## config.mk

```make
export PLATFORM = sky130hd
export DESIGN_NAME = tsgp_ports
export DESIGN_NICKNAME = d
export VERILOG_FILES = /design/src/rtl/tsgp_pkg.sv /design/src/rtl/tsgp_ports.sv
export VERILOG_INCLUDE_DIRS = /design/src /design/src/rtl
export SDC_FILE = /design/constraint.sdc
export NUM_CORES = 1
export LEC_CHECK = 0
export BUFFER_PORTS_ARGS = -buffer_cell sky130_fd_sc_hd__buf_4
export CORE_UTILIZATION = 25
export CTS_CLUSTER_DIAMETER = 120
export DETAILED_ROUTE_END_ITERATION = 8
export GPL_TIMING_DRIVEN = 0
export PLACE_DENSITY = 0.52
export SYNTH_ARGS = -nofsm -noshare
export SYNTH_HDL_FRONTEND = slang
export SYNTH_SLANG_ARGS = --single-unit
```

## constraint.sdc

```tcl
create_clock -name clk -period 1.4 [get_ports clk]
set_input_delay 0.28 -clock clk [delete_from_list [all_inputs] [get_ports clk]]
set_output_delay 0.28 -clock clk [all_outputs]
set_load 0.005 [all_outputs]
```

## src/rtl/tsgp_regs.svh

```systemverilog
`ifndef TSGP_REGS_SVH
`define TSGP_REGS_SVH

// register word addresses (byte address = 4 x index)
`define TSGP_IDX_A_DATA   4'h0
`define TSGP_IDX_A_DIR    4'h1
`define TSGP_IDX_A_PULL   4'h2
`define TSGP_IDX_A_TDIS   4'h3
`define TSGP_IDX_B_DATA   4'h4
`define TSGP_IDX_B_DIR    4'h5
`define TSGP_IDX_B_PULL   4'h6
`define TSGP_IDX_B_TDIS   4'h7
`define TSGP_IDX_STBY     4'h8
`define TSGP_IDX_STATUS   4'h9

// implemented-bit masks
`define TSGP_A_PORT_MASK  8'hE8
`define TSGP_A_TDIS_MASK  8'h1E
`define TSGP_B_MASK       8'h03
`define TSGP_STBY_MASK    8'h0F

// standby control field positions
`define TSGP_STBY_PIN_BIT   0
`define TSGP_STBY_TSTOP_BIT 1
`define TSGP_STBY_TOUCH_INTERRUPT_BIT  2
`define TSGP_STBY_TOUCH_GENERAL_INTERRUPT_BIT  3

// reset values
`define TSGP_RST_BYTE     8'h00
`define TSGP_RST_WORD     32'h0000_0000

`endif

```

## src/rtl/tsgp_pkg.sv

```systemverilog
package tsgp_pkg;

  // per-pin control view, six pins: a7 a6 a5 a3 b1 b0 packed high to low
  typedef struct packed {
    logic [5:0] dir;
    logic [5:0] data;
    logic [5:0] pull;
    logic [5:0] tdis;
  } tsgp_pin_cfg_t;

  // pad-side signals for the six pins
  typedef struct packed {
    logic [5:0] out;
    logic [5:0] oe;
    logic [5:0] pull_en;
    logic [5:0] touch_en;
  } tsgp_pad_t;

endpackage : tsgp_pkg

```

## src/rtl/tsgp_ports.sv

```systemverilog
// The implementer's own choices: the Avalon-MM register port and the placing of the registers.
`timescale 1ns/100ps
`include "tsgp_regs.svh"

// Function
// - direction bit one means output, zero input
// - output pin driven from data latch
// - data write always updates latch
// - output pin read returns latch
// - input pin read returns synced pin
// - read-modify-write read returns latch always
// - reset clears all direction bits
// - standby with pin bit: hi-z, input blocked
// - standby without pin bit holds state
// - touch stop enable keeps touch inputs alive
// - wake needs touch and general interrupt
// - disable bit zero touch, one port input
// - pull-up bit one connects pull-up
// - pull-up dropped while driving low
// - port a bits 7,6,5,3; disable 3,2,1,4
// - port b bits 0 and 1 everywhere
module tsgp_ports (
  input  wire logic                clk,
  input  wire logic                nrst,
  // avalon-mm slave
  input  wire logic [5:0]          avs_address,
  input  wire logic                avs_read,
  input  wire logic                avs_write,
  input  wire logic [31:0]         avs_writedata,
  input  wire logic                avs_rmw,
  output logic      [31:0]         avs_readdata,
  output logic                     avs_waitrequest,
  // system standby request and touch controller interrupt requests
  input  wire logic                standby_req,
  input  wire logic                touch_irq,
  input  wire logic                touch_gen_irq,
  // pads, port a bits 7..0 and port b bits 1..0
  input  wire logic [7:0]          pin_a_in,
  input  wire logic [1:0]          pin_b_in,
  output logic      [7:0]          pin_a_out,
  output logic      [7:0]          pin_a_oe,
  output logic      [7:0]          pin_a_pull,
  output logic      [1:0]          pin_b_out,
  output logic      [1:0]          pin_b_oe,
  output logic      [1:0]          pin_b_pull,
  // touch path enables, channel order ref,ch1..ch5
  output logic      [5:0]          touch_path_en,
  output logic                     touch_wake
);

  ////////////////////////////////////////////////////////////////////////////
  // registers
  logic [7:0] a_data_q, a_dir_q, a_pull_q, a_tdis_q;   // port a
  logic [7:0] b_data_q, b_dir_q, b_pull_q, b_tdis_q;   // port b
  logic [7:0] stby_q;                                   // standby control
  logic [7:0] a_s1_q, a_s2_q;                           // port a synchroniser
  logic [1:0] b_s1_q, b_s2_q;                           // port b synchroniser
  logic       stby_s1_q, stby_s2_q;                     // standby request sync
  logic       ack_q;                                    // one-cycle answer
  tsgp_pkg::tsgp_pin_cfg_t cfg;                         // per-pin view
  tsgp_pkg::tsgp_pad_t     pad;                         // pad view

  ////////////////////////////////////////////////////////////////////////////
  // helpers
  // choose latch or pin per bit for reads
  function automatic logic [7:0] port_view(input logic [7:0] latch,
                                           input logic [7:0] pins,
                                           input logic [7:0] dir,
                                           input logic       rmw);
    port_view = rmw ? latch : ((latch & dir) | (pins & ~dir));
  endfunction : port_view

  // masked write merge
  function automatic logic [7:0] merge(input logic [7:0] old,
                                       input logic [7:0] wdat,
                                       input logic [7:0] mask);
    merge = (old & ~mask) | (wdat & mask);
  endfunction : merge

  ////////////////////////////////////////////////////////////////////////////
  // decode
  wire [3:0] idx      = avs_address[5:2];
  wire       wr_go    = avs_write && !ack_q;
  wire       rd_go    = avs_read && !ack_q;
  wire [7:0] wd       = avs_writedata[7:0];
  wire       standby  = stby_s2_q;
  wire       pin_lock = standby && stby_q[`TSGP_STBY_PIN_BIT];
  wire       t_stop   = stby_q[`TSGP_STBY_TSTOP_BIT];
  // blocked pins read low while locked; the input gate is shut so that
  // a floating pad cannot leak through the synchroniser into a read
  // limitation: an output pin still reads its latch while locked, since
  // the read path follows the direction bits, not the pad state
  wire [7:0] a_pins   = pin_lock ? `TSGP_RST_BYTE : a_s2_q;
  wire [1:0] b_pins   = pin_lock ? 2'b00 : b_s2_q;

  // per-pin gather: port a pins 7,6,5,3 use disable bits 3,2,1,4
  assign cfg.dir  = {a_dir_q[7], a_dir_q[6], a_dir_q[5], a_dir_q[3],
                     b_dir_q[1], b_dir_q[0]};
  assign cfg.data = {a_data_q[7], a_data_q[6], a_data_q[5], a_data_q[3],
                     b_data_q[1], b_data_q[0]};
  assign cfg.pull = {a_pull_q[7], a_pull_q[6], a_pull_q[5], a_pull_q[3],
                     b_pull_q[1], b_pull_q[0]};
  assign cfg.tdis = {a_tdis_q[3], a_tdis_q[2], a_tdis_q[1], a_tdis_q[4],
                     b_tdis_q[1], b_tdis_q[0]};

  // pad logic; in standby without lock everything simply stays as is
  assign pad.oe       = pin_lock ? 6'b00_0000 : cfg.dir;
  assign pad.out      = cfg.data & pad.oe;
  assign pad.pull_en  = (pin_lock ? 6'b00_0000 : cfg.pull)
                        & ~(pad.oe & ~cfg.data);
  // touch path open when disable bit is zero, unless locked out
  assign pad.touch_en = ~cfg.tdis & {6{!pin_lock || t_stop}};

  // read mux
  wire [7:0] rd_mux =
    (idx == `TSGP_IDX_A_DATA) ? port_view(a_data_q, a_pins & `TSGP_A_PORT_MASK,
                                          a_dir_q, avs_rmw) :
    (idx == `TSGP_IDX_A_DIR)  ? a_dir_q  :
    (idx == `TSGP_IDX_A_PULL) ? a_pull_q :
    (idx == `TSGP_IDX_A_TDIS) ? a_tdis_q :
    (idx == `TSGP_IDX_B_DATA) ? port_view(b_data_q, {6'b00_0000, b_pins},
                                          b_dir_q, avs_rmw) :
    (idx == `TSGP_IDX_B_DIR)  ? b_dir_q  :
    (idx == `TSGP_IDX_B_PULL) ? b_pull_q :
    (idx == `TSGP_IDX_B_TDIS) ? b_tdis_q :
    (idx == `TSGP_IDX_STBY)   ? stby_q   :
    (idx == `TSGP_IDX_STATUS) ? {6'b00_0000, touch_wake, standby} :
                                `TSGP_RST_BYTE;                      // unmapped: zero

  // wake only if both interrupt paths permit it and controller runs in stop
  wire wake_d = standby && t_stop && stby_q[`TSGP_STBY_TOUCH_INTERRUPT_BIT]
                && stby_q[`TSGP_STBY_TOUCH_GENERAL_INTERRUPT_BIT] && touch_irq && touch_gen_irq;

  ////////////////////////////////////////////////////////////////////////////
  // synchronisers: first stage read only by second
  always_ff @(posedge clk or negedge nrst) begin
    if (!nrst) begin
      a_s1_q    <= `TSGP_RST_BYTE;
      a_s2_q    <= `TSGP_RST_BYTE;
      b_s1_q    <= 2'b00;
      b_s2_q    <= 2'b00;
      stby_s1_q <= 1'b0;
      stby_s2_q <= 1'b0;
    end else begin
      a_s1_q    <= pin_a_in;
      a_s2_q    <= a_s1_q;
      b_s1_q    <= pin_b_in;
      b_s2_q    <= b_s1_q;
      stby_s1_q <= standby_req;
      stby_s2_q <= stby_s1_q;
    end
  end

  ////////////////////////////////////////////////////////////////////////////
  // register writes; pull/disable/latch reset to zero as well
  always_ff @(posedge clk or negedge nrst) begin
    if (!nrst) begin
      a_data_q <= `TSGP_RST_BYTE;
      a_dir_q  <= `TSGP_RST_BYTE;
      a_pull_q <= `TSGP_RST_BYTE;
      a_tdis_q <= `TSGP_RST_BYTE;
      b_data_q <= `TSGP_RST_BYTE;
      b_dir_q  <= `TSGP_RST_BYTE;
      b_pull_q <= `TSGP_RST_BYTE;
      b_tdis_q <= `TSGP_RST_BYTE;
      stby_q   <= `TSGP_RST_BYTE;
    end else if (wr_go) begin
      unique case (idx)
        `TSGP_IDX_A_DATA: a_data_q <= merge(a_data_q, wd, `TSGP_A_PORT_MASK);
        `TSGP_IDX_A_DIR:  a_dir_q  <= merge(a_dir_q,  wd, `TSGP_A_PORT_MASK);
        `TSGP_IDX_A_PULL: a_pull_q <= merge(a_pull_q, wd, `TSGP_A_PORT_MASK);
        `TSGP_IDX_A_TDIS: a_tdis_q <= merge(a_tdis_q, wd, `TSGP_A_TDIS_MASK);
        `TSGP_IDX_B_DATA: b_data_q <= merge(b_data_q, wd, `TSGP_B_MASK);
        `TSGP_IDX_B_DIR:  b_dir_q  <= merge(b_dir_q,  wd, `TSGP_B_MASK);
        `TSGP_IDX_B_PULL: b_pull_q <= merge(b_pull_q, wd, `TSGP_B_MASK);
        `TSGP_IDX_B_TDIS: b_tdis_q <= merge(b_tdis_q, wd, `TSGP_B_MASK);
        `TSGP_IDX_STBY:   stby_q   <= merge(stby_q,   wd, `TSGP_STBY_MASK);
        default: ;                                                    // unmapped ignored
      endcase
    end
  end

  ////////////////////////////////////////////////////////////////////////////
  // bus answer: waitrequest high until the cycle after the request
  // the answer is registered so that waitrequest comes from a flop; the
  // price is one wait state per access, and ack_q blocks a second take
  // of the same request while the master has not yet released it
  always_ff @(posedge clk or negedge nrst) begin
    if (!nrst) begin
      ack_q           <= 1'b0;
      avs_waitrequest <= 1'b1;
      avs_readdata    <= `TSGP_RST_WORD;
    end else begin
      ack_q           <= (rd_go || wr_go);
      avs_waitrequest <= !(rd_go || wr_go);
      if (rd_go) begin
        avs_readdata <= {24'h00_0000, rd_mux};
      end
    end
  end

  ////////////////////////////////////////////////////////////////////////////
  // registered pad outputs, one cycle behind the control registers
  always_ff @(posedge clk or negedge nrst) begin
    if (!nrst) begin
      pin_a_out     <= `TSGP_RST_BYTE;
      pin_a_oe      <= `TSGP_RST_BYTE;
      pin_a_pull    <= `TSGP_RST_BYTE;
      pin_b_out     <= 2'b00;
      pin_b_oe      <= 2'b00;
      pin_b_pull    <= 2'b00;
      touch_path_en <= 6'b00_0000;
      touch_wake    <= 1'b0;
    end else begin
      pin_a_out     <= {pad.out[5:3], 1'b0, pad.out[2], 3'b000};
      pin_a_oe      <= {pad.oe[5:3], 1'b0, pad.oe[2], 3'b000};
      pin_a_pull    <= {pad.pull_en[5:3], 1'b0, pad.pull_en[2], 3'b000};
      pin_b_out     <= pad.out[1:0];
      pin_b_oe      <= pad.oe[1:0];
      pin_b_pull    <= pad.pull_en[1:0];
      // ref, ch1, ch2, ch3, ch4, ch5
      touch_path_en <= {pad.touch_en[2], pad.touch_en[3], pad.touch_en[4],
                        pad.touch_en[5], pad.touch_en[0], pad.touch_en[1]};
      touch_wake    <= wake_d;
    end
  end

  ////////////////////////////////////////////////////////////////////////////
  // assertions
  a_dir_drives_oe: assert property (@(posedge clk) disable iff (!nrst)
    !pin_lock |=> pin_a_oe[7] == $past(a_dir_q[7]))
    else $error("port a oe does not follow direction");
  a_out_from_latch: assert property (@(posedge clk) disable iff (!nrst)
    pin_b_oe[0] |-> pin_b_out[0] == $past(b_data_q[0]))
    else $error("output does not follow latch");
  a_write_latch: assert property (@(posedge clk) disable iff (!nrst)
    (wr_go && idx == `TSGP_IDX_B_DATA) |=> b_data_q == (avs_writedata[7:0] & `TSGP_B_MASK))
    else $error("latch write lost");
  a_rmw_read_latch: assert property (@(posedge clk) disable iff (!nrst)
    (rd_go && avs_rmw && idx == `TSGP_IDX_A_DATA) |=> avs_readdata[7:0] == $past(a_data_q))
    else $error("rmw read not latch");
  a_input_read_pin: assert property (@(posedge clk) disable iff (!nrst)
    (rd_go && !avs_rmw && idx == `TSGP_IDX_B_DATA && b_dir_q == 8'h00)
    |=> avs_readdata[1:0] == $past(b_pins))
    else $error("input read not pin");
  a_lock_hiz: assert property (@(posedge clk) disable iff (!nrst)
    pin_lock |=> (pin_a_oe == 8'h00 && pin_b_oe == 2'b00))
    else $error("locked pin still driven");
  a_pull_low_off: assert property (@(posedge clk) disable iff (!nrst)
    (pin_a_oe[5] && !pin_a_out[5]) |-> !pin_a_pull[5])
    else $error("pull-up on while driving low");
  a_touch_disable: assert property (@(posedge clk) disable iff (!nrst)
    a_tdis_q[4] |=> !touch_path_en[5])
    else $error("reference path open while disabled");
  a_unused_zero: assert property (@(posedge clk) disable iff (!nrst)
    (b_dir_q[7:2] == 6'b00_0000) && (a_dir_q[2:0] == 3'b000))
    else $error("unimplemented bit set");
  a_bus_answer: assert property (@(posedge clk) disable iff (!nrst)
    (rd_go || wr_go) |=> !avs_waitrequest ##1 avs_waitrequest)
    else $error("bus answer not one cycle");

  ////////////////////////////////////////////////////////////////////////////
  // further checks, one or more per rule of the device side except the reset rule
  // pad outputs lag the registers by one flop, so most checks compare
  // against the registers as they stood one cycle earlier
  // whole-port direction to output enable, both ports
  a_dir_oe_a: assert property (@(posedge clk) disable iff (!nrst)
    !pin_lock |=> pin_a_oe == $past(a_dir_q & `TSGP_A_PORT_MASK))
    else $error("port a oe does not follow direction");
  a_dir_oe_b: assert property (@(posedge clk) disable iff (!nrst)
    !pin_lock |=> pin_b_oe == $past(b_dir_q[1:0]))
    else $error("port b oe does not follow direction");
  // output level equals latch on driven pins, zero elsewhere
  a_out_a_latch: assert property (@(posedge clk) disable iff (!nrst)
    !pin_lock |=> pin_a_out == $past(a_data_q & a_dir_q & `TSGP_A_PORT_MASK))
    else $error("port a output does not follow latch");
  a_out_b_latch: assert property (@(posedge clk) disable iff (!nrst)
    !pin_lock |=> pin_b_out == $past(b_data_q[1:0] & b_dir_q[1:0]))
    else $error("port b output does not follow latch");
  // latch write lands whatever the direction
  a_write_a_latch: assert property (@(posedge clk) disable iff (!nrst)
    (wr_go && idx == `TSGP_IDX_A_DATA)
    |=> a_data_q == (avs_writedata[7:0] & `TSGP_A_PORT_MASK))
    else $error("port a latch write lost");
  // ordinary read of an all-output port returns the latch
  a_output_read_latch: assert property (@(posedge clk) disable iff (!nrst)
    (rd_go && !avs_rmw && idx == `TSGP_IDX_A_DATA && a_dir_q == `TSGP_A_PORT_MASK)
    |=> avs_readdata[7:0] == $past(a_data_q))
    else $error("output read not latch");
  // ordinary read of an all-input port returns the synced pins
  a_input_read_a: assert property (@(posedge clk) disable iff (!nrst)
    (rd_go && !avs_rmw && idx == `TSGP_IDX_A_DATA && a_dir_q == `TSGP_RST_BYTE)
    |=> avs_readdata[7:0] == $past(a_pins & `TSGP_A_PORT_MASK))
    else $error("port a input read not pin");
  // rmw read on port b returns the latch
  a_rmw_read_b: assert property (@(posedge clk) disable iff (!nrst)
    (rd_go && avs_rmw && idx == `TSGP_IDX_B_DATA)
    |=> avs_readdata[7:0] == $past(b_data_q))
    else $error("port b rmw read not latch");
  // lock drops every pull-up as well
  a_lock_pull_off: assert property (@(posedge clk) disable iff (!nrst)
    pin_lock |=> (pin_a_pull == `TSGP_RST_BYTE && pin_b_pull == 2'b00))
    else $error("pull-up on while locked");
  // locked input pins read low, output pins still the latch
  a_lock_read_low: assert property (@(posedge clk) disable iff (!nrst)
    (rd_go && !avs_rmw && pin_lock && idx == `TSGP_IDX_A_DATA)
    |=> avs_readdata[7:0] == $past(a_data_q & a_dir_q))
    else $error("locked input read not low");
  // standby without the pin bit keeps driving as before
  a_hold_no_lock: assert property (@(posedge clk) disable iff (!nrst)
    (standby && !stby_q[`TSGP_STBY_PIN_BIT])
    |=> pin_a_oe == $past(a_dir_q & `TSGP_A_PORT_MASK))
    else $error("unlocked standby changed drive");
  // touch stop enable keeps the reference path open under lock
  a_touch_stop_open: assert property (@(posedge clk) disable iff (!nrst)
    (pin_lock && t_stop && !a_tdis_q[4]) |=> touch_path_en[5])
    else $error("touch path blocked with stop enable");
  // without it the lock closes every touch path
  a_lock_touch_shut: assert property (@(posedge clk) disable iff (!nrst)
    (pin_lock && !t_stop) |=> touch_path_en == 6'b00_0000)
    else $error("touch path open while locked");
  // wake only with both interrupts and both enables
  a_wake_both_irq: assert property (@(posedge clk) disable iff (!nrst)
    touch_wake |-> $past(touch_irq && touch_gen_irq))
    else $error("wake without both interrupts");
  a_wake_enables: assert property (@(posedge clk) disable iff (!nrst)
    touch_wake |-> $past(stby_q[`TSGP_STBY_TOUCH_INTERRUPT_BIT] && stby_q[`TSGP_STBY_TOUCH_GENERAL_INTERRUPT_BIT]))
    else $error("wake without both enables");
  // disable bit zero opens the channel four path on port b
  a_touch_open_b: assert property (@(posedge clk) disable iff (!nrst)
    (!pin_lock && !b_tdis_q[0]) |=> touch_path_en[1])
    else $error("touch path closed while enabled");
  // pull bit on an input pin connects the pull-up
  a_pull_connect: assert property (@(posedge clk) disable iff (!nrst)
    (!pin_lock && a_pull_q[7] && !a_dir_q[7]) |=> pin_a_pull[7])
    else $error("pull-up not connected");
  a_pull_low_b: assert property (@(posedge clk) disable iff (!nrst)
    (pin_b_oe[0] && !pin_b_out[0]) |-> !pin_b_pull[0])
    else $error("port b pull-up on while driving low");
  // only the implemented bits can ever hold a one
  a_unused_a_zero: assert property (@(posedge clk) disable iff (!nrst)
    ((a_data_q & ~`TSGP_A_PORT_MASK) == `TSGP_RST_BYTE)
    && ((a_tdis_q & ~`TSGP_A_TDIS_MASK) == `TSGP_RST_BYTE))
    else $error("port a unimplemented bit set");
  a_unused_b_zero: assert property (@(posedge clk) disable iff (!nrst)
    (b_data_q[7:2] == 6'b00_0000) && (b_pull_q[7:2] == 6'b00_0000)
    && (b_tdis_q[7:2] == 6'b00_0000))
    else $error("port b unimplemented bit set");
  // unmapped indices answer zero
  a_unmapped_zero: assert property (@(posedge clk) disable iff (!nrst)
    (rd_go && idx > `TSGP_IDX_STATUS) |=> avs_readdata == `TSGP_RST_WORD)
    else $error("unmapped read not zero");

  c_rmw_read:   cover property (@(posedge clk) disable iff (!nrst) rd_go && avs_rmw);
  c_lock_entry: cover property (@(posedge clk) disable iff (!nrst) $rose(pin_lock));
  c_wake:       cover property (@(posedge clk) disable iff (!nrst) touch_wake);
  c_drive_low:  cover property (@(posedge clk) disable iff (!nrst) pin_a_oe[7] && !pin_a_out[7]);
  c_touch_stop: cover property (@(posedge clk) disable iff (!nrst) pin_lock && t_stop);

endmodule : tsgp_ports

```

==> results of run 1 <==
-- final timing paths --
| check | to | start | cells past startpoint | slack, ps |
|---|---|---|---|---|
| worst min register to register | standby | stby_s1_q | 0 | 350 |
| worst min-delay path | a_s1_q[6] | pin_a_in[6] | 1 | 40 |
| worst max-delay path | avs_readdata[0] | standby | 5 | 20 |
| min in group asynchronous | touch_path_en[3] | nrst | 1 | 90 |
| max in group asynchronous | ack_q | nrst | 1 | 660 |
| worst max register to register | avs_readdata[0] | standby | 5 | 20 |
-- what timing repair did --
action,CTS,global route
gates resized for setup,11,6
pin swaps,2,1
endpoints found under the setup margin,44,34
setup buffers,3,0
-- layout make-up --
class                      instances  area, sq um  share of cell area
clock buffer                      10        229.0             0.05068
sequential                        77         1929              0.4270
buffer                            47        341.6             0.07560
clock inverter                     6        87.58             0.01939
inverter                           8        30.03            0.006646
tap                              172        215.2             0.04763
multi-input combinational        191         1231              0.2725
timing repair buffer              60        454.2              0.1005
-- registers in the layout (all words and copies together), names as in the netlist, 4 cells and up --
signal         cells
a_data_q           4
a_dir_q            4
a_pull_q           4
a_s1_q             4
a_s2_q             4
a_tdis_q           4
avs_readdata       8
pin_a_oe           4
pin_a_out          4
pin_a_pull         4
stby_q             4
touch_path_en      6
-- per-stage QoR --
stage | util | total power, mW | instances | instance area [sq um]
after floorplan | - | 3.502 | 324 | 3477
after global placement | 0.3213 | 4.098 | 553 | 4120
after detailed placement | 0.3213 | 4.122 | 553 | 4120
after CTS | 0.3505 | 6.631 | 571 | 4496
after global routing | 0.3523 | 6.921 | 571 | 4518
final | 0.3523 | 6.568 | 571 | 4518
-- where the power goes --
part	switching (mW)	internal, mW
Sequential	0.263	2.64
Combinational	0.530	0.681
Clock	0.898	1.56
-- critical path: cells and delay by family (launching register included) --
family / cells / cell delay (ps)
flops: 1 / 330
simple gates: 1 / 480
buf+inv: 1 / 120
mux: 1 / 60
compound gates: 2 / 330
-- cells in the final DEF, fill, tap and decap left out, types with 2 or more instances in the layout --
master      instances
buf_6               4
clkinvlp_4          3
a32o_1              3
dfrtp_1            75
nor2b_1             7
nand3_1             8
buf_2               4
and3_1              8
clkbuf_16           9
clkbuf_2            2
bufinv_16           2
and2_1              3
nor2_1             20
o22ai_1             3
buf_4              95
o21ai_0            15
clkbuf_1            3
inv_1               8
nand3_2             3
a31oi_1             4
mux2i_1             2
o21a_1              3
conb_1             36
nand2b_1            5
a21oi_1            11
nand3b_1            2
nand2_1            11
mux2_2             28
-- per-layer routing --
| layer | routed length [um] | global-route usage | vias up |
|---|---|---|---|
| met5 | 0 | 0 | - |
| met4 | 106 | 0.04327 | 0 |
| met3 | 479 | 0.04118 | 9 |
| met2 | 3683 | 0.1857 | 76 |
| met1 | 3668 | 0.1588 | 1114 |
| li1 | - | - | 1133 |
-- logic make-up after synthesis --
group / share of synthesized area
mux: 0.1002
other cells: 0.001121
compound gates: 0.08751
buf+inv: 0.1081
flops: 0.5763
simple gates: 0.1268
==> flow_summary.toml, run 1 <==
[logic_synthesis]
synth.top_cell.area_share = 0.5684
avgSynthCellArea_sq_um = 11.58
synthTopCellsByArea = "dfrtp_1 57%, mux2_2 9.4%, buf_4 8.1%"
syn_inst = 289
synth-async-reset-ratio = 1.000
yosys_register_bits = 77
synth_commonest_cells = "76 x dfrtp_1, 36 x buf_4, 28 x mux2_2"
synth_edf_count = 0
synth.most_common_cell = "dfrtp_1"
synth_cell_type_count = 40
ys.flop_type = "dfrtp_1"
synth_area_sq_um = 3346
synth_seq_area_share = 0.5763
synth_top_area_cell = "dfrtp_1"
yosys_warnings = 0

[route]
drtAntennaViolNets = 0
avgViaCountPerCell = 4.084
drt-initial-drc-count = 109
detail_route.wl_per_cell_um = 13.90
drc = 0
firstDrtPassIters = 4
wl_um = 7937
dr_total_vias = 2332

[critical_path]
critPathMaxStageDelay_ps = 480
required_ps = 1680
endpoint_kind = "flip-flop"
slowest_stage = "or4b_1"
path_class = "flip-flop to flip-flop"
cp_cell_sequence = "buf_6, mux2i_1, or4b_1, a31oi_1, o22a_1"
setup.worst_path.start_class = "flip-flop"
worstPathArrival_ps = 1660
cp_max_fo = 4

[timing]
holdWs_ps = 37.50
hold_violations = 0
post-route-period-util = 0.9878
layout_min_cycle_time_ps = 1383
finalWorstSetupSlack_ps = 17.08
fin_skew_ps = 8.007
worst_pin_slew_ps = 968.7
setup_viol = 0
maxSlewViolCount = 0
grt_setup_unrepaired = "true"
fin_setup_tns_ps = 0
relSlewSlack = 0.3542
fmax_mhz = 723.1

[clock_tree]
clk_latency_ps = 340
clock_path_buffers = 2
cts_tree = "done"
clock-sinks = 77
cts_hold_buf = 0
cts_root_buf = "clkbuf_16"
numCtsBuffers = 9
htreeDepth = 3
path_clk_slew_ps = 60

[place]
gp_congestion = 0.8339
dp_hpwl_um = 5716
pre_cts_slack_ps = -340.6
port_buffers = 57

[grt]
antenna_found_initial = 0
grt_pass1_wl_um = 12880
grt_pass1_vias = 2374
grt_overflow = 0
grt_max_degree = 78
track_usage = 0.1215

[floorplan]
fp.dieW_um = 117.7
boundaryPins = 126
start_util = 0.2609
die_height_um = 117.7
num_rows = 41
die-area_sq_um = 13850
core-area_sq_um = 12820

[hold_path]
hold_path_class = "input pin to flip-flop"

[outcome]
outcome = "completed"

[finish]
layout-area-overhead-vs-synth_pct = 35.04
drive_gt1_frac = 0.3985
n_antenna_cell = 0
fill_cells = 1313
fin_nets = 450

[pwr]
leakage_nw = 2.187
p_per_area_nw_per_um2 = 1454
ir_drop_mv = 0.5828

[flow_run]
cap_viol_max_count = 0
Power figures use the tool's default switching activity.
==> run 2: changes to the inputs <==
--- a/config.mk
+++ b/config.mk
@@ -7,10 +7,13 @@
 export NUM_CORES = 1
 export LEC_CHECK = 0
 export BUFFER_PORTS_ARGS = -buffer_cell sky130_fd_sc_hd__buf_4
+export CORE_ASPECT_RATIO = 1.1
 export CORE_UTILIZATION = 25
 export CTS_CLUSTER_DIAMETER = 120
 export DETAILED_ROUTE_END_ITERATION = 8
 export GPL_TIMING_DRIVEN = 0
+export HOLD_SLACK_MARGIN = 0.1
+export MAX_ROUTING_LAYER = met4
 export PLACE_DENSITY = 0.52
 export SYNTH_ARGS = -nofsm -noshare
 export SYNTH_HDL_FRONTEND = slang
==> flow_summary.toml, run 2 (synthesized netlist as in run 1, its figures left out) <==
[finish]
fin_nets = 460
final_common_cell = "buf_4"
drive_gt1_frac = 0.3863
reg.largest.list = "avs_readdata x8, touch_path_en x6"
regMostFlops = "avs_readdata"
utilization = 0.3569
largest_reg_flops = 8
n_antenna_cell = 0
final_cell_mix = "99 x buf_4, 75 x dfrtp_1, 36 x conb_1"
layout-area-overhead-vs-synth_pct = 36.61

[place]
dp_hpwl_um = 5768
port_buffers = 57
gp_congestion = 0.8021

[pwr]
leakage_nw = 2.231
ir_drop_mv = 0.5322
p_total_mw = 6.563
p_per_area_nw_per_um2 = 1436

[clock_tree]
clock_path_buffers = 2
htreeDepth = 3
clk_latency_ps = 340
clock-sinks = 77
cts_root_buf = "clkbuf_16"
path_clk_slew_ps = 60
numCtsBuffers = 9
cts_tree = "done"

[route]
detail_route.wl_per_cell_um = 14.13
drtAntennaViolNets = 0
dr_total_vias = 2371
firstDrtPassIters = 6
avgViaCountPerCell = 4.189
wl_um = 8000
drc = 6
drt-initial-drc-count = 89

[critical_path]
setup.worst_path.start_class = "flip-flop"
path_class = "flip-flop to flip-flop"
worstPathArrival_ps = 1670
r2r_cells = 5
endpoint_kind = "flip-flop"
cp_max_fo = 4
required_ps = 1670

[floorplan]
die_height_um = 123.3
num_rows = 43
boundaryPins = 126
core-area_sq_um = 12800
fp.dieW_um = 112.3
start_util = 0.2613
die-area_sq_um = 13850

[grt]
grt_pass1_wl_um = 12580
grt_pass1_vias = 2323
track_usage = 0.1262
grt_overflow = 0
antenna_found_initial = 0
grt_max_degree = 78

[timing]
maxSlewViolCount = 0
worst_pin_slew_ps = 949.0
fmax_mhz = 715.4
grt_setup_unrepaired = "true"
hold_violations = 0
setup_viol = 0
layout_min_cycle_time_ps = 1398
fin_skew_ps = 6.373
holdWs_ps = 81.54
post-route-period-util = 0.9985
relSlewSlack = 0.3673

[hold_path]
hold_path_class = "input pin to asynchronous set/reset pin"

[outcome]
outcome = "complete, but fails checks"
violations = "DRC"

[flow_run]
cap_viol_max_count = 0
## run 2: cell count changes in the layout (fill, tap and decap cells not counted), moves of 2 or more
cell and change:
buf_4 +4, nand3_2 -3, clkbuf_1 +2, clkinvlp_4 -2
nand3_1 +3, dlygate4sd3_1 +7
## run 2: final timing paths
kind	startpoint	endpoint	slack (ps)
worst max register to register	standby	avs_readdata[0]	2
worst max-delay path	standby	avs_readdata[0]	2
max in group asynchronous	nrst	ack_q	630
worst min register to register	a_s1_q[6]	a_s2_q[6]	350
min in group clk	avs_writedata[4]	a_tdis_q[4]	180
worst min-delay path	nrst	standby	80
## run 2: worst max-delay path, cell delays in order, from the launching register on
cell and delay [ps]:
dfrtp_1 340, buf_6 120, mux2i_1 70, or4b_1 470
a31oi_1 200, o22a_1 150
## run 2: power breakdown
group / total [mW] / leakage (nW) / internal (mW) / switching [mW]
clock: 2.42 / 0.147 / 1.56 / 0.861
sequential: 2.90 / 0.963 / 2.64 / 0.260
combinational: 1.24 / 1.12 / 0.701 / 0.542
## run 2: per-layer routing
| layer | vias up | share of wire | global-route usage |
|---|---|---|---|
| li1 | 1151 | - | - |
| met1 | 1134 | 0.42 | 0.1388 |
| met2 | 74 | 0.51 | 0.2108 |
| met3 | 12 | 0.043 | 0.02647 |
| met4 | 0 | 0.027 | 0.08000 |
| met5 | - | 0 | - |
## run 2: area by class of cell
type	count	area, sq um
plain buffers	47	344.1
clock buffers	12	236.5
clock inverters	4	72.57
fillers	1312	8234
inverters	8	30.03
multi-input cells	191	1219
flip-flops and latches	77	1929
well taps	157	196.4
repair buffers	70	543.0
## run 2: what timing repair did
item	CTS	global route
hold endpoints to repair	7	0
setup endpoints to repair	45	23
hold buffers	7	0
setup buffers	5	1
resized for setup	13	2
pin swaps	3	1
## run 2: per-stage QoR
step | TNS (ps) | worst slack (ps) | area, sq um | instances
6_report | 0 | 2.139 | 4571 | 566
2_1_floorplan | 0 | 46.98 | 3477 | 324
3_5_place_dp | -10910 | -405.5 | 4101 | 538
5_1_grt | -352.2 | -47.78 | 4571 | 566
3_3_place_gp | -11190 | -381.9 | 4101 | 538
4_1_cts | -15.33 | -11.50 | 4557 | 565
==> run 3: changes to the inputs <==
==> constraint.sdc (replaced) <==
create_clock -name clk -period 1.4 [get_ports clk]
set_input_delay 0.28 -clock clk [delete_from_list [all_inputs] [get_ports clk]]
set_output_delay 0.28 -clock clk [all_outputs]
set_load 0.1 [all_outputs]
==> flow_summary.toml, run 3 (synthesized netlist as in run 1, its figures left out) <==
[finish]
drive_gt1_frac = 0.4029
final_cell_mix = "100 x buf_4, 74 x dfrtp_1, 36 x conb_1"
layout-area-overhead-vs-synth_pct = 37.96
finalNonFillerCells = 570
fill_cells = 1321
regMostFlops = "avs_readdata"
largest_reg_flops = 8
regArea_sq_um = 1931
final_common_cell = "buf_4"
utilization = 0.3605
multi_input_area_sq_um = 1239
fin_area_sq_um = 4616
reg.largest.list = "avs_readdata x8, touch_path_en x6"
fin_nets = 463

[pwr]
leakage_nw = 2.252
ir_drop_mv = 0.7270
p_total_mw = 8.286
p_per_area_nw_per_um2 = 1795

[critical_path]
required_ps = 1680
cp_cell_sequence = "buf_6, mux2i_1, or4b_1, a31oi_2, o22a_1"
critPathMaxStageDelay_ps = 480
worstPathArrival_ps = 1660
endpoint_kind = "flip-flop"
cp_max_fo = 4
setup.worst_path.start_class = "flip-flop"
critPathTopFamily = "simple AND/OR/NAND/NOR gates"
slowest_stage = "or4b_1"
cp_num_buf_inv = 1
ff2ff_setup_slack_ps = 20
path_class = "flip-flop to flip-flop"

[grt]
use_met1 = 0.1433
use_met2 = 0.2011
grt_pass1_vias = 2304
gr-usage-met3 = 0.02990
grt_pass1_wl_um = 12230
track_usage = 0.1250
grt_max_degree = 78
grt_overflow = 0
grt_busiest_layer = "met2"
antenna_found_initial = 1

[timing]
fin_skew_ps = 5.249
setup_viol = 0
fmax_mhz = 724.2
post-route-period-util = 0.9863
maxSlewViolCount = 0
layout_min_cycle_time_ps = 1381
fin_setup_tns_ps = 0
finalWorstSetupSlack_ps = 19.16
grt_setup_unrepaired = "true"
relSlewSlack = 0.3550
worst_pin_slew_ps = 967.5
holdWs_ps = 94.11
hold_violations = 0

[place]
dp_hpwl_um = 5656
pre_cts_slack_ps = -428.3
port_buffers = 57
dp_cells = 538
gp_congestion = 0.7987
place_area_sq_um = 4103

[route]
dr_total_vias = 2361
drt-initial-drc-count = 149
detail_route.wl_per_cell_um = 13.91
drtAntennaViolNets = 0
wl_um = 7930
drc = 7
firstDrtPassIters = 6
avgViaCountPerCell = 4.142

[floorplan]
core-area_sq_um = 12800
boundaryPins = 126
die_height_um = 123.3
start_util = 0.2613
num_rows = 43
die-area_sq_um = 13850
fp.dieW_um = 112.3

[clock_tree]
htreeDepth = 3
numCtsBuffers = 9
cts_root_buf = "clkbuf_16"
cts_tree = "done"
clock-sinks = 77
path_clk_slew_ps = 50
clk_latency_ps = 340
clock_path_buffers = 2

[outcome]
outcome = "complete, but fails checks"
violations = "DRC"

[flow_run]
cap_viol_max_count = 0

[hold_path]
hold_path_class = "input pin to asynchronous set/reset pin"
-- run 3: changes by cell type in the layout (fill, tap and decap cells not counted), sizes merged --
cell,change
buf,+3
bufinv,-1
clkinv,+1
diode,+1
-- run 3: area by class of cell --
class,count,area share
inverter,8,0.006506
clock buffer,12,0.05340
timing repair buffer,73,0.1261
buffer,47,0.07400
multi-input combinational,191,0.2684
antenna,1,0.0005422
tap,157,0.04256
clock inverter,4,0.01030
sequential,77,0.4183
-- run 3: worst register-to-register path: stages (launching register included) --
cell and delay, ps:
dfrtp_1 340, buf_6 110, mux2i_1 60, or4b_1 480, a31oi_2 170, o22a_1 160
-- run 3: layer usage --
layer / vias to the layer above / part of all wire
met5: - / 0
met2: 71 / 0.50
li1: 1158 / -
met3: 15 / 0.056
met4: 0 / 0.028
met1: 1117 / 0.41
-- run 3: where the power goes --
part / switching (mW) / internal [mW] / leakage [nW]
clock: 0.863 / 1.42 / 0.143
combinational: 2.36 / 0.751 / 1.15
sequential: 0.254 / 2.64 / 0.961
total: 3.47 / 4.81 / 2.25
-- run 3: path summary, 6_finish.rpt --
check | cells after the start | from | end
max in group asynchronous | 1 | nrst | ack_q
max reg2reg | 5 | standby | avs_readdata[0]
min reg2reg | 0 | stby_s1_q | standby
min | 1 | nrst | a_s1_q[5]
min in group clk | 2 | avs_writedata[4] | a_tdis_q[4]
max | 5 | standby | avs_readdata[0]
-- run 3: timing repair --
| item | CTS | global route |
|---|---|---|
| endpoints found under the hold margin | 7 | 0 |
| pin swaps | 3 | 0 |
| setup buffers | 7 | 2 |
| hold buffers | 7 | 0 |
| setup endpoints to repair | 46 | 9 |
| resized for setup | 19 | 0 |
